**src/bss_defines.svh**
```systemverilog
// Strap sampler constants: pin indices, register map, fields, timing
`ifndef BSS_DEFINES_SVH
`define BSS_DEFINES_SVH

// =====================================================
// Strap vector bit positions
`define BSS_NSTRAP 5
`define BSS_PIN_FLASH 0
`define BSS_PIN_BOOT_LO 1
`define BSS_PIN_BOOT_HI 2
`define BSS_PIN_SDIO_LO 3
`define BSS_PIN_DBG 4

// =====================================================
// Register byte offsets
`define BSS_OFS_STATUS 8'h00
`define BSS_OFS_CTRL 8'h04
`define BSS_OFS_RAW 8'h08

// =====================================================
// Status fields
`define BSS_ST_DONE 0
`define BSS_ST_FLASH_1V8 1
`define BSS_ST_DOWNLOAD 2
`define BSS_ST_NORMAL 3
`define BSS_ST_RESERVED 4
`define BSS_ST_DBG_STRAP 5
`define BSS_ST_SDIO_IN_RISE 6
`define BSS_ST_SDIO_OUT_RISE 7
`define BSS_ST_DBG_PRINT 8

// =====================================================
// Control fields, raw layout, reset values
`define BSS_CTRL_MUTE 0
`define BSS_CTRL_RST 32'h0000_0000
`define BSS_RAW_AGREE_LSB 8

// =====================================================
// Response codes and timing
`define BSS_RESP_OKAY 2'h0
`define BSS_RESP_SLVERR 2'h2
`define BSS_SETTLE_CYC 3'h4

`endif

```
**src/bss_pkg.sv**
```systemverilog
// Types shared by the strap sampler modules
package bss_pkg;

	// =====================================================
	// Sampler states
	typedef enum logic [1:0] {
		st_wait = 2'b01,
		st_hold = 2'b10
	} bss_state_t;

endpackage : bss_pkg

```
**src/bss_strap_if.sv**
```systemverilog
// Carrier between the strap synchroniser and the sampler core
`timescale 1ns/10ps
`include "bss_defines.svh"

interface bss_strap_if;
	logic [`BSS_NSTRAP-1:0] raw;
	logic [`BSS_NSTRAP-1:0] val;
	logic [`BSS_NSTRAP-1:0] agree;

	modport sync_side (
		input raw,
		output val,
		output agree
	);
	modport user (
		output raw,
		input val,
		input agree
	);
endinterface : bss_strap_if

```
**src/bss_sync.sv**
```systemverilog
// Three-stage synchroniser for the strap pins
`timescale 1ns/10ps
`include "bss_defines.svh"

module bss_sync (
	input wire logic clk, // System clock
	input wire logic aresetn, // Synchronous reset, active low
	bss_strap_if.sync_side sif // Pins in, filtered levels out
);

	// =====================================================
	// Per-pin chain
	genvar gi;
	generate
		for (gi = 0; gi < `BSS_NSTRAP; gi = gi + 1) begin : g_pin
			logic s1_r;
			logic s2_r;
			logic s3_r;
			always_ff @(posedge clk) begin
				if (!aresetn) begin
					s1_r <= 1'b0;
					s2_r <= 1'b0;
					s3_r <= 1'b0;
				end else begin
					s1_r <= sif.raw[gi];
					s2_r <= s1_r;
					s3_r <= s2_r;
				end
			end
			// First stage is read only by the second
			assign sif.val[gi] = s3_r;
			assign sif.agree[gi] = (s2_r == s3_r);
		end
	endgenerate

endmodule : bss_sync

```
**src/bss_top.sv**
```systemverilog
// Boot strap sampler core with AXI4-Lite register access
`timescale 1ns/10ps
`include "bss_defines.svh"

// Summary of operation
// RULE_01: Board holds each strap pin at a defined level via resistors.
// RULE_02: Flash supply strap 0 selects 3.3V, 1 selects 1.8V.
// RULE_03: Boot mode 00 download, 01 reserved, 10 or 11 normal flash boot.
// RULE_04: Debug strap 0 keeps boot silent, 1 enables serial boot messages.
// RULE_05: Two-bit strap selects SDIO slave input and output clock edges.
// RULE_06: Board leaves internally defaulted pins undriven and prefers other pins.
// RULE_07: Low reset reboots everything; sampling restarts on its release.
// RULE_08: Straps sampled once after reset and held until next reset.
module bss_top (
	input wire logic aclk, // System clock
	input wire logic aresetn, // Synchronous reset, active low
	input wire logic [`BSS_NSTRAP-1:0] strap_pins, // Strap pin levels
	input wire logic [7:0] awaddr, // Write address
	input wire logic awvalid, // Write address valid
	output logic awready, // Write address ready
	input wire logic [31:0] wdata, // Write data
	input wire logic [3:0] wstrb, // Write byte strobes
	input wire logic wvalid, // Write data valid
	output logic wready, // Write data ready
	output logic [1:0] bresp, // Write response
	output logic bvalid, // Write response valid
	input wire logic bready, // Write response ready
	input wire logic [7:0] araddr, // Read address
	input wire logic arvalid, // Read address valid
	output logic arready, // Read address ready
	output logic [31:0] rdata, // Read data
	output logic [1:0] rresp, // Read response
	output logic rvalid, // Read data valid
	input wire logic rready, // Read data ready
	output logic strap_done, // Settings captured
	output logic flash_1v8, // Flash supply 1.8V selected
	output logic boot_download, // Download boot selected
	output logic boot_normal, // Normal flash boot selected
	output logic boot_reserved, // Reserved boot code seen
	output logic dbg_print_en, // Boot messages on primary_serial_port
	output logic sdio_in_rise, // SDIO slave samples on rising edge
	output logic sdio_out_rise // SDIO slave drives on rising edge
);

	// =====================================================
	// Synchroniser
	bss_strap_if sif ();
	assign sif.raw = strap_pins;

	bss_sync u_sync (
		.clk(aclk),
		.aresetn(aresetn),
		.sif(sif)
	);

	// =====================================================
	// Sampling sequence
	bss_pkg::bss_state_t state_r;
	logic [2:0] cnt_r;
	logic go;
	logic mute_r;
	logic dbg_strap_r;

	// Wait until the chain holds real pin levels, then take one snapshot
	assign go = (state_r == bss_pkg::st_wait) &&
		(cnt_r == `BSS_SETTLE_CYC) && (&sif.agree);

	always_ff @(posedge aclk) begin
		if (!aresetn) begin
			state_r <= bss_pkg::st_wait; // [RULE_07]
			cnt_r <= 3'h0;
		end else begin
			unique case (state_r)
				bss_pkg::st_wait: begin
					if (cnt_r != `BSS_SETTLE_CYC) begin
						cnt_r <= cnt_r + 3'h1;
					end
					if (go) begin
						state_r <= bss_pkg::st_hold; // [RULE_08]
					end
				end
				bss_pkg::st_hold: begin
					state_r <= bss_pkg::st_hold; // [RULE_08]
				end
			endcase
		end
	end

	// Decoded settings change only on the single capture
	always_ff @(posedge aclk) begin
		if (!aresetn) begin
			strap_done <= 1'b0; // [RULE_07]
			flash_1v8 <= 1'b0;
			boot_download <= 1'b0;
			boot_normal <= 1'b0;
			boot_reserved <= 1'b0;
			dbg_strap_r <= 1'b0;
			sdio_in_rise <= 1'b0;
			sdio_out_rise <= 1'b0;
		end else if (go) begin
			strap_done <= 1'b1; // [RULE_08]
			flash_1v8 <= sif.val[`BSS_PIN_FLASH]; // [RULE_02]
			boot_download <= ~sif.val[`BSS_PIN_BOOT_HI] &
				~sif.val[`BSS_PIN_BOOT_LO]; // [RULE_03]
			boot_normal <= sif.val[`BSS_PIN_BOOT_HI]; // [RULE_03]
			// Reserved code boots nothing; flagged for software
			boot_reserved <= ~sif.val[`BSS_PIN_BOOT_HI] &
				sif.val[`BSS_PIN_BOOT_LO]; // [RULE_03]
			dbg_strap_r <= sif.val[`BSS_PIN_DBG]; // [RULE_04]
			sdio_in_rise <= sif.val[`BSS_PIN_DBG]; // [RULE_05]
			sdio_out_rise <= sif.val[`BSS_PIN_SDIO_LO]; // [RULE_05]
		end
	end

	// Software may silence messages, never enable them against the strap
	always_ff @(posedge aclk) begin
		if (!aresetn) begin
			dbg_print_en <= 1'b0;
		end else begin
			dbg_print_en <= dbg_strap_r & ~mute_r; // [RULE_04]
		end
	end

	// =====================================================
	// Register views
	logic [31:0] status_w;
	logic [31:0] raw_w;

	always_comb begin
		status_w = 32'h0000_0000;
		status_w[`BSS_ST_DONE] = strap_done;
		status_w[`BSS_ST_FLASH_1V8] = flash_1v8;
		status_w[`BSS_ST_DOWNLOAD] = boot_download;
		status_w[`BSS_ST_NORMAL] = boot_normal;
		status_w[`BSS_ST_RESERVED] = boot_reserved;
		status_w[`BSS_ST_DBG_STRAP] = dbg_strap_r;
		status_w[`BSS_ST_SDIO_IN_RISE] = sdio_in_rise;
		status_w[`BSS_ST_SDIO_OUT_RISE] = sdio_out_rise;
		status_w[`BSS_ST_DBG_PRINT] = dbg_print_en;
		raw_w = 32'h0000_0000;
		raw_w[`BSS_NSTRAP-1:0] = sif.val;
		raw_w[`BSS_RAW_AGREE_LSB +: `BSS_NSTRAP] = sif.agree;
	end

	// =====================================================
	// AXI4-Lite write channel
	logic [7:0] aw_addr_r;
	logic [31:0] w_data_r;
	logic [3:0] w_strb_r;
	logic wr_go;

	// Address and data may arrive in either order
	assign wr_go = !awready && !wready && !bvalid;

	always_ff @(posedge aclk) begin
		if (!aresetn) begin
			awready <= 1'b1;
			wready <= 1'b1;
			bvalid <= 1'b0;
			bresp <= `BSS_RESP_OKAY;
			aw_addr_r <= 8'h00;
			w_data_r <= 32'h0000_0000;
			w_strb_r <= 4'h0;
		end else begin
			if (awvalid && awready) begin
				awready <= 1'b0;
				aw_addr_r <= awaddr;
			end
			if (wvalid && wready) begin
				wready <= 1'b0;
				w_data_r <= wdata;
				w_strb_r <= wstrb;
			end
			if (wr_go) begin
				bvalid <= 1'b1;
				unique case (aw_addr_r)
					`BSS_OFS_STATUS, `BSS_OFS_CTRL, `BSS_OFS_RAW: begin
						bresp <= `BSS_RESP_OKAY;
					end
					default: begin
						bresp <= `BSS_RESP_SLVERR;
					end
				endcase
			end
			if (bvalid && bready) begin
				bvalid <= 1'b0;
				awready <= 1'b1;
				wready <= 1'b1;
			end
		end
	end

	always_ff @(posedge aclk) begin
		if (!aresetn) begin
			mute_r <= 1'(`BSS_CTRL_RST);
		end else if (wr_go && (aw_addr_r == `BSS_OFS_CTRL) && w_strb_r[0]) begin
			mute_r <= w_data_r[`BSS_CTRL_MUTE];
		end
	end

	// =====================================================
	// AXI4-Lite read channel
	always_ff @(posedge aclk) begin
		if (!aresetn) begin
			arready <= 1'b1;
			rvalid <= 1'b0;
			rdata <= 32'h0000_0000;
			rresp <= `BSS_RESP_OKAY;
		end else begin
			if (arvalid && arready) begin
				arready <= 1'b0;
				rvalid <= 1'b1;
				rresp <= `BSS_RESP_OKAY;
				unique case (araddr)
					`BSS_OFS_STATUS: begin
						rdata <= status_w;
					end
					`BSS_OFS_CTRL: begin
						rdata <= {31'h0000_0000, mute_r};
					end
					`BSS_OFS_RAW: begin
						rdata <= raw_w;
					end
					default: begin
						rdata <= 32'h0000_0000;
						rresp <= `BSS_RESP_SLVERR;
					end
				endcase
			end else if (rvalid && rready) begin
				rvalid <= 1'b0;
				arready <= 1'b1;
			end
		end
	end

	// =====================================================
	// Checks
	flash_select_a: assert property ( // [RULE_02]
		@(posedge aclk) disable iff (!aresetn)
		go |=> (flash_1v8 == $past(sif.val[`BSS_PIN_FLASH])))
		else $error("flash supply select does not follow strap");

	boot_decode_a: assert property ( // [RULE_03]
		@(posedge aclk) disable iff (!aresetn)
		go |=> (boot_download ==
		($past(sif.val[`BSS_PIN_BOOT_HI:`BSS_PIN_BOOT_LO]) == 2'h0)) &&
		(boot_normal == $past(sif.val[`BSS_PIN_BOOT_HI])) &&
		(boot_reserved ==
		($past(sif.val[`BSS_PIN_BOOT_HI:`BSS_PIN_BOOT_LO]) == 2'h1)))
		else $error("boot mode decode wrong");

	boot_onehot_a: assert property ( // [RULE_03]
		@(posedge aclk) disable iff (!aresetn)
		strap_done |-> $onehot({boot_download, boot_normal, boot_reserved}))
		else $error("boot mode outputs not exclusive");

	// Cross-checked against the sdio copy of the same pin
	debug_gate_a: assert property ( // [RULE_04]
		@(posedge aclk) disable iff (!aresetn)
		strap_done ##1 strap_done |->
		(dbg_print_en == (sdio_in_rise & ~$past(mute_r))))
		else $error("debug print enable wrong");

	silent_before_a: assert property ( // [RULE_04]
		@(posedge aclk) disable iff (!aresetn)
		!strap_done |-> !dbg_print_en)
		else $error("debug print enabled before capture");

	sdio_edges_a: assert property ( // [RULE_05]
		@(posedge aclk) disable iff (!aresetn)
		go |=> (sdio_in_rise == $past(sif.val[`BSS_PIN_DBG])) &&
		(sdio_out_rise == $past(sif.val[`BSS_PIN_SDIO_LO])))
		else $error("sdio edge timing wrong");

	reset_restart_a: assert property ( // [RULE_07]
		@(posedge aclk) disable iff (!aresetn)
		$rose(aresetn) |-> !strap_done [*4])
		else $error("settings captured too early after reset");

	settings_hold_a: assert property ( // [RULE_08]
		@(posedge aclk) disable iff (!aresetn)
		strap_done |=> strap_done && $stable(flash_1v8) &&
		$stable(boot_normal) && $stable(boot_download) &&
		$stable(boot_reserved) && $stable(sdio_in_rise) &&
		$stable(sdio_out_rise))
		else $error("captured settings changed");

	// Response is launched one edge after both halves are latched
	write_resp_a: assert property (
		@(posedge aclk) disable iff (!aresetn)
		(awvalid && awready && wvalid && wready) |-> ##2 bvalid)
		else $error("write response missing");

	read_resp_a: assert property (
		@(posedge aclk) disable iff (!aresetn)
		(arvalid && arready) |=> rvalid)
		else $error("read response missing");

endmodule : bss_top
```
**config.mk**
```make
export PLATFORM = sky130hd
export DESIGN_NAME = bss_top
export DESIGN_NICKNAME = d
export VERILOG_FILES = /design/src/bss_pkg.sv /design/src/bss_strap_if.sv /design/src/bss_sync.sv /design/src/bss_top.sv
export VERILOG_INCLUDE_DIRS = /design/src /design/src/src
export SDC_FILE = /design/constraint.sdc
export NUM_CORES = 1
export LEC_CHECK = 0
export BUFFER_PORTS_ARGS = -buffer_cell sky130_fd_sc_hd__buf_4
export CORE_MARGIN = 5
export CORE_UTILIZATION = 49
export DETAILED_ROUTE_END_ITERATION = 10
export PLACE_DENSITY = 0.86
export SLEW_MARGIN = 30
export SYNTH_ARGS = -nofsm -noshare
export SYNTH_HDL_FRONTEND = slang
export SYNTH_SLANG_ARGS = --single-unit
```
**constraint.sdc**
```tcl
create_clock -name aclk -period 3.7 [get_ports aclk]
set_clock_uncertainty 0.15 [all_clocks]
set_input_delay 0.185 -clock aclk [delete_from_list [all_inputs] [get_ports aclk]]
set_output_delay 0.185 -clock aclk [all_outputs]
set_load 0.01 [all_outputs]
```
==> summary.md <==
| Metric | Value |
|---|---|
| Overall routing resource usage | `17.67%` |
| Top_reg_cell synth | `dfxtp_1` |
| Final Core Density | `67.44%` |
| Clk pwr share | `42.9%` |
| Synth area leaders | `dfxtp_1, buf_4, a21oi_1, nand2_1, nand3_1` |
| Comb pwr share | `13.0%` |
| Initial antenna violation count | `0` |
| Avg Cell Area, Syn | `8.872 um2` |
| Distinct cells, synth | `32` |
| Post-synth top area share | `49.57%` |
| Static leakage | `1.382 nW` |
| R2R setup slack | `1.44 ns` |
| Die Area | `6263 um2` |
| Run status | `finished, final reports clean` |
| Fillers | `359` |
| Number of register bits inferred by synthesis | `58` |
| Hold Crit Start | `awvalid` |
| Hold WS | `0.03700 ns` |
| Most common cell in the netlist | `dfxtp_1` |
| Max-cap violations | `0` |
| FF-to-FF path depth | `6` |
| Sequential area share after synthesis | `49.57%` |
| Sw Ratio | `23.66%` |
| Met2 routed WL | `2.651 mm` |
| Worst skew pair latency | `0.32 ns` |
| Power per Cell Area | `493.1 nW/um2` |
| Fin Setup TNS | `0 ns` |
| Critical R2R Launch | `cnt_r[0]$_SDFFE_PN0P_` |
| Final period util | `61.22%` |
| Largest net degree at the start of global routing | `33` |
| Drt pass-1 iters | `4` |
| # rows | `25` |
| Worst slew pin tran | `0.9746 ns` |
| CP max FO | `32` |
| H-Tree Depth | `3` |
| Global-route wire length before repair | `8.749 mm` |
| Initial DRC count | `130` |
| Cell-internal power | `1.191 mW` |
| Share of cells above drive strength 1 | `22.83%` |
| Cts repair resizes | `0` |
| Antenna-violating nets left | `0` |
| Post-synthesis adder-cell area fraction | `1.068%` |
| GP Congestion | `0.8017` |
| Mapped Area | `2342 um2` |
| Vias per cell | `5.080` |
| Largest family of logic cells by synthesized area | `simple AND/OR/NAND/NOR gates` |
| Area leader, netlist | `dfxtp_1` |
| Xor/xnor cell area share of the yosys netlist | `2.618%` |
| Synth Area in Simple Gates | `22.92%` |
| Post-Syn Instances | `264` |
| Hpwl dp | `3.534 mm` |
| Post-route met1 wirelength | `2.113 mm` |
| Via count | `2032` |
| DRC | `0` |
| Slowest cell delay on critical path | `0.71 ns` |
| Antenna cells | `0` |
| CTS tree | `built` |
| Synth Area in Compound Gates | `10.47%` |
| Peak VDD IR | `275.0 uV` |
| Clk sinks | `58` |
| Buffers added on ports | `57` |
| RSZ-0062 raised after global routing | `no` |
| Area delta synth->final | `35.10%` |
| EDFF count, synth | `0` |
| Final hold violation count | `0` |
| Wire per inst | `13.32 um` |
| Crit Path Category | `in -> reg` |
| Top Metal Used | `met4` |
| Number of CTS-inserted buffers | `9` |
| Final Cell Area | `3164 um2` |
| CP max stage cell | `clkinv_1` |
| Origin of the worst setup path | `aresetn` |
| WL met3 | `436 um` |
| Multiplexer area fraction after synthesis | `3.419%` |
| Placed cell areas | `2706 um2` |
| # setup viols final | `0` |
| Die width | `79.14 um` |
| Final net count | `407` |
| Net load switching power | `369.1 uW` |
| Slew Limit Fails | `0` |
| Critical-path cell list | `buf_4 -> clkinv_1 -> a21oi_1 -> o21ai_0 -> dlygate4sd3_1` |
| Hold crit path type | `in -> reg` |
| Crit end category | `flip-flop` |
| Seq pwr share | `44.1%` |
| Yosys Warn Count | `0` |
| Routed WL | `5.328 mm` |
| RR Endpoint | `state_r[0]$_SDFFE_PN1P_` |
| Hold Path Cell Cnt | `3` |
| Arr. time, crit path | `2.32 ns` |
| Post-synth ARST share | `0%` |
| Clock tree buffer depth | `2` |
| Min Clock Period, post-route | `2.265 ns` |
| FMAX | `441.5 MHz` |
| Core area | `4692 um2` |
| Clk pin slew, worst setup/hold paths | `0.06 ns` |
| Total grt overflow | `0` |
| Die Y | `79.14 um` |
| Initial Util | `49.92%` |
| Slew Limit Headroom | `34.43%` |
| Req. time, crit path | `3.76 ns` |
| Root Driver | `clkbuf_8` |
| Nature of the critical path startpoint | `input pin` |
| I/O Pins | `113` |
| Top cells by count, synth | `dfxtp_1, nand2_1, a21oi_1` |
| Number of global-route vias before repair | `1923` |
| WHS Endpoint | `aw_addr_r[4]$_SDFFE_PN0P_` |
==> placed cells by master (no fill, tap or decap), types with 9 or more instances in the layout <==
cell type      count
a21oi_1           29
and2_1            16
buf_4             57
clkbuf_8          12
conb_1            21
dfxtp_1           58
dlygate4sd3_1     22
nand2_1           31
nand3_1           22
nor2_1             9
o21ai_0           14
==> sequential cells by signal, indices dropped and copies added (netlist names), 2 cells and up <==
| signal | cells |
|---|---|
| u_sync.g_pin.s1_r | 5 |
| cnt_r | 3 |
| u_sync.g_pin.s2_r | 5 |
| rdata | 12 |
| u_sync.g_pin.s3_r | 5 |
| state_r | 2 |
| aw_addr_r | 8 |
==> cells by family (layout without fill, tap and decap cells) <==
family,count (synthesis),in the layout
AO/OA/AOI/OAI,47,47
XOR/XNOR,7,7
adder cells (fa/ha/maj),2,2
buffers and inverters,39,101
flip-flops,58,58
multiplexers,8,8
other,1,21
AND/OR/NAND/NOR,102,102
==> power by group through the flow <==
stage	Clock, mW	Sequential (mW)	Combinational, mW
after global placement	0	0.699	0.172
after global routing	0.710	0.695	0.227
after detailed placement	0	0.702	0.182
final	0.669	0.689	0.203
after CTS	0.681	0.688	0.200
after floorplan	0	0.698	0.138
==> per-stage QoR <==
stage          setup slack (ns)  instances  total power [mW]
4_1_cts                   1.523        400             1.570
3_3_place_gp              1.568        362            0.8710
5_1_grt                   1.249        400             1.631
2_1_floorplan             1.741        284            0.8357
6_report                  1.435        400             1.560
3_5_place_dp              1.515        362            0.8833
==> critical path: cells and delay by family <==
kind                   cells  cell delay (ns)
AOI/OAI and AO/OA          2             0.59
buffers and inverters      3             1.52
==> layer usage <==
metal | up-vias | global-route usage (%)
li1 | 1009 | -
met1 | 916 | 21.59
met2 | 91 | 28.62
met3 | 16 | 4.535
met4 | 0 | 9.107
met5 | - | 0
==> worst max-delay path by stage <==
stage	endpoint	cells after the start	slack [ns]
detailed placement	rdata[7]$_SDFFE_PN0P_	5	1.52
CTS	state_r[0]$_SDFFE_PN1P_	6	1.52
floorplan	rdata[6]$_SDFFE_PN0P_	4	1.74
global route	awready$_SDFFE_PP1P_	5	1.25
finish	wready$_SDFFE_PP1P_	5	1.44
global placement	rdata[7]$_SDFFE_PN0P_	5	1.57
==> area by class of cell <==
type	instances	area, um2	area share (%)
clock buffers	12	165.2	5.219
clock inverters	4	72.57	2.293
inverters	6	22.52	0.7117
multi-input cells	187	1027	32.46
flip-flops and latches	58	1161	36.69
well taps	54	67.56	2.135
repair buffers	79	648.1	20.48
==> repair_timing <==
item | in CTS | in global routing
buffers inserted | 0 | 0
hold buffers | 22 | 0
endpoints found under the hold margin | 20 | 0
Note: power is estimated with default switching activity, not from simulation.
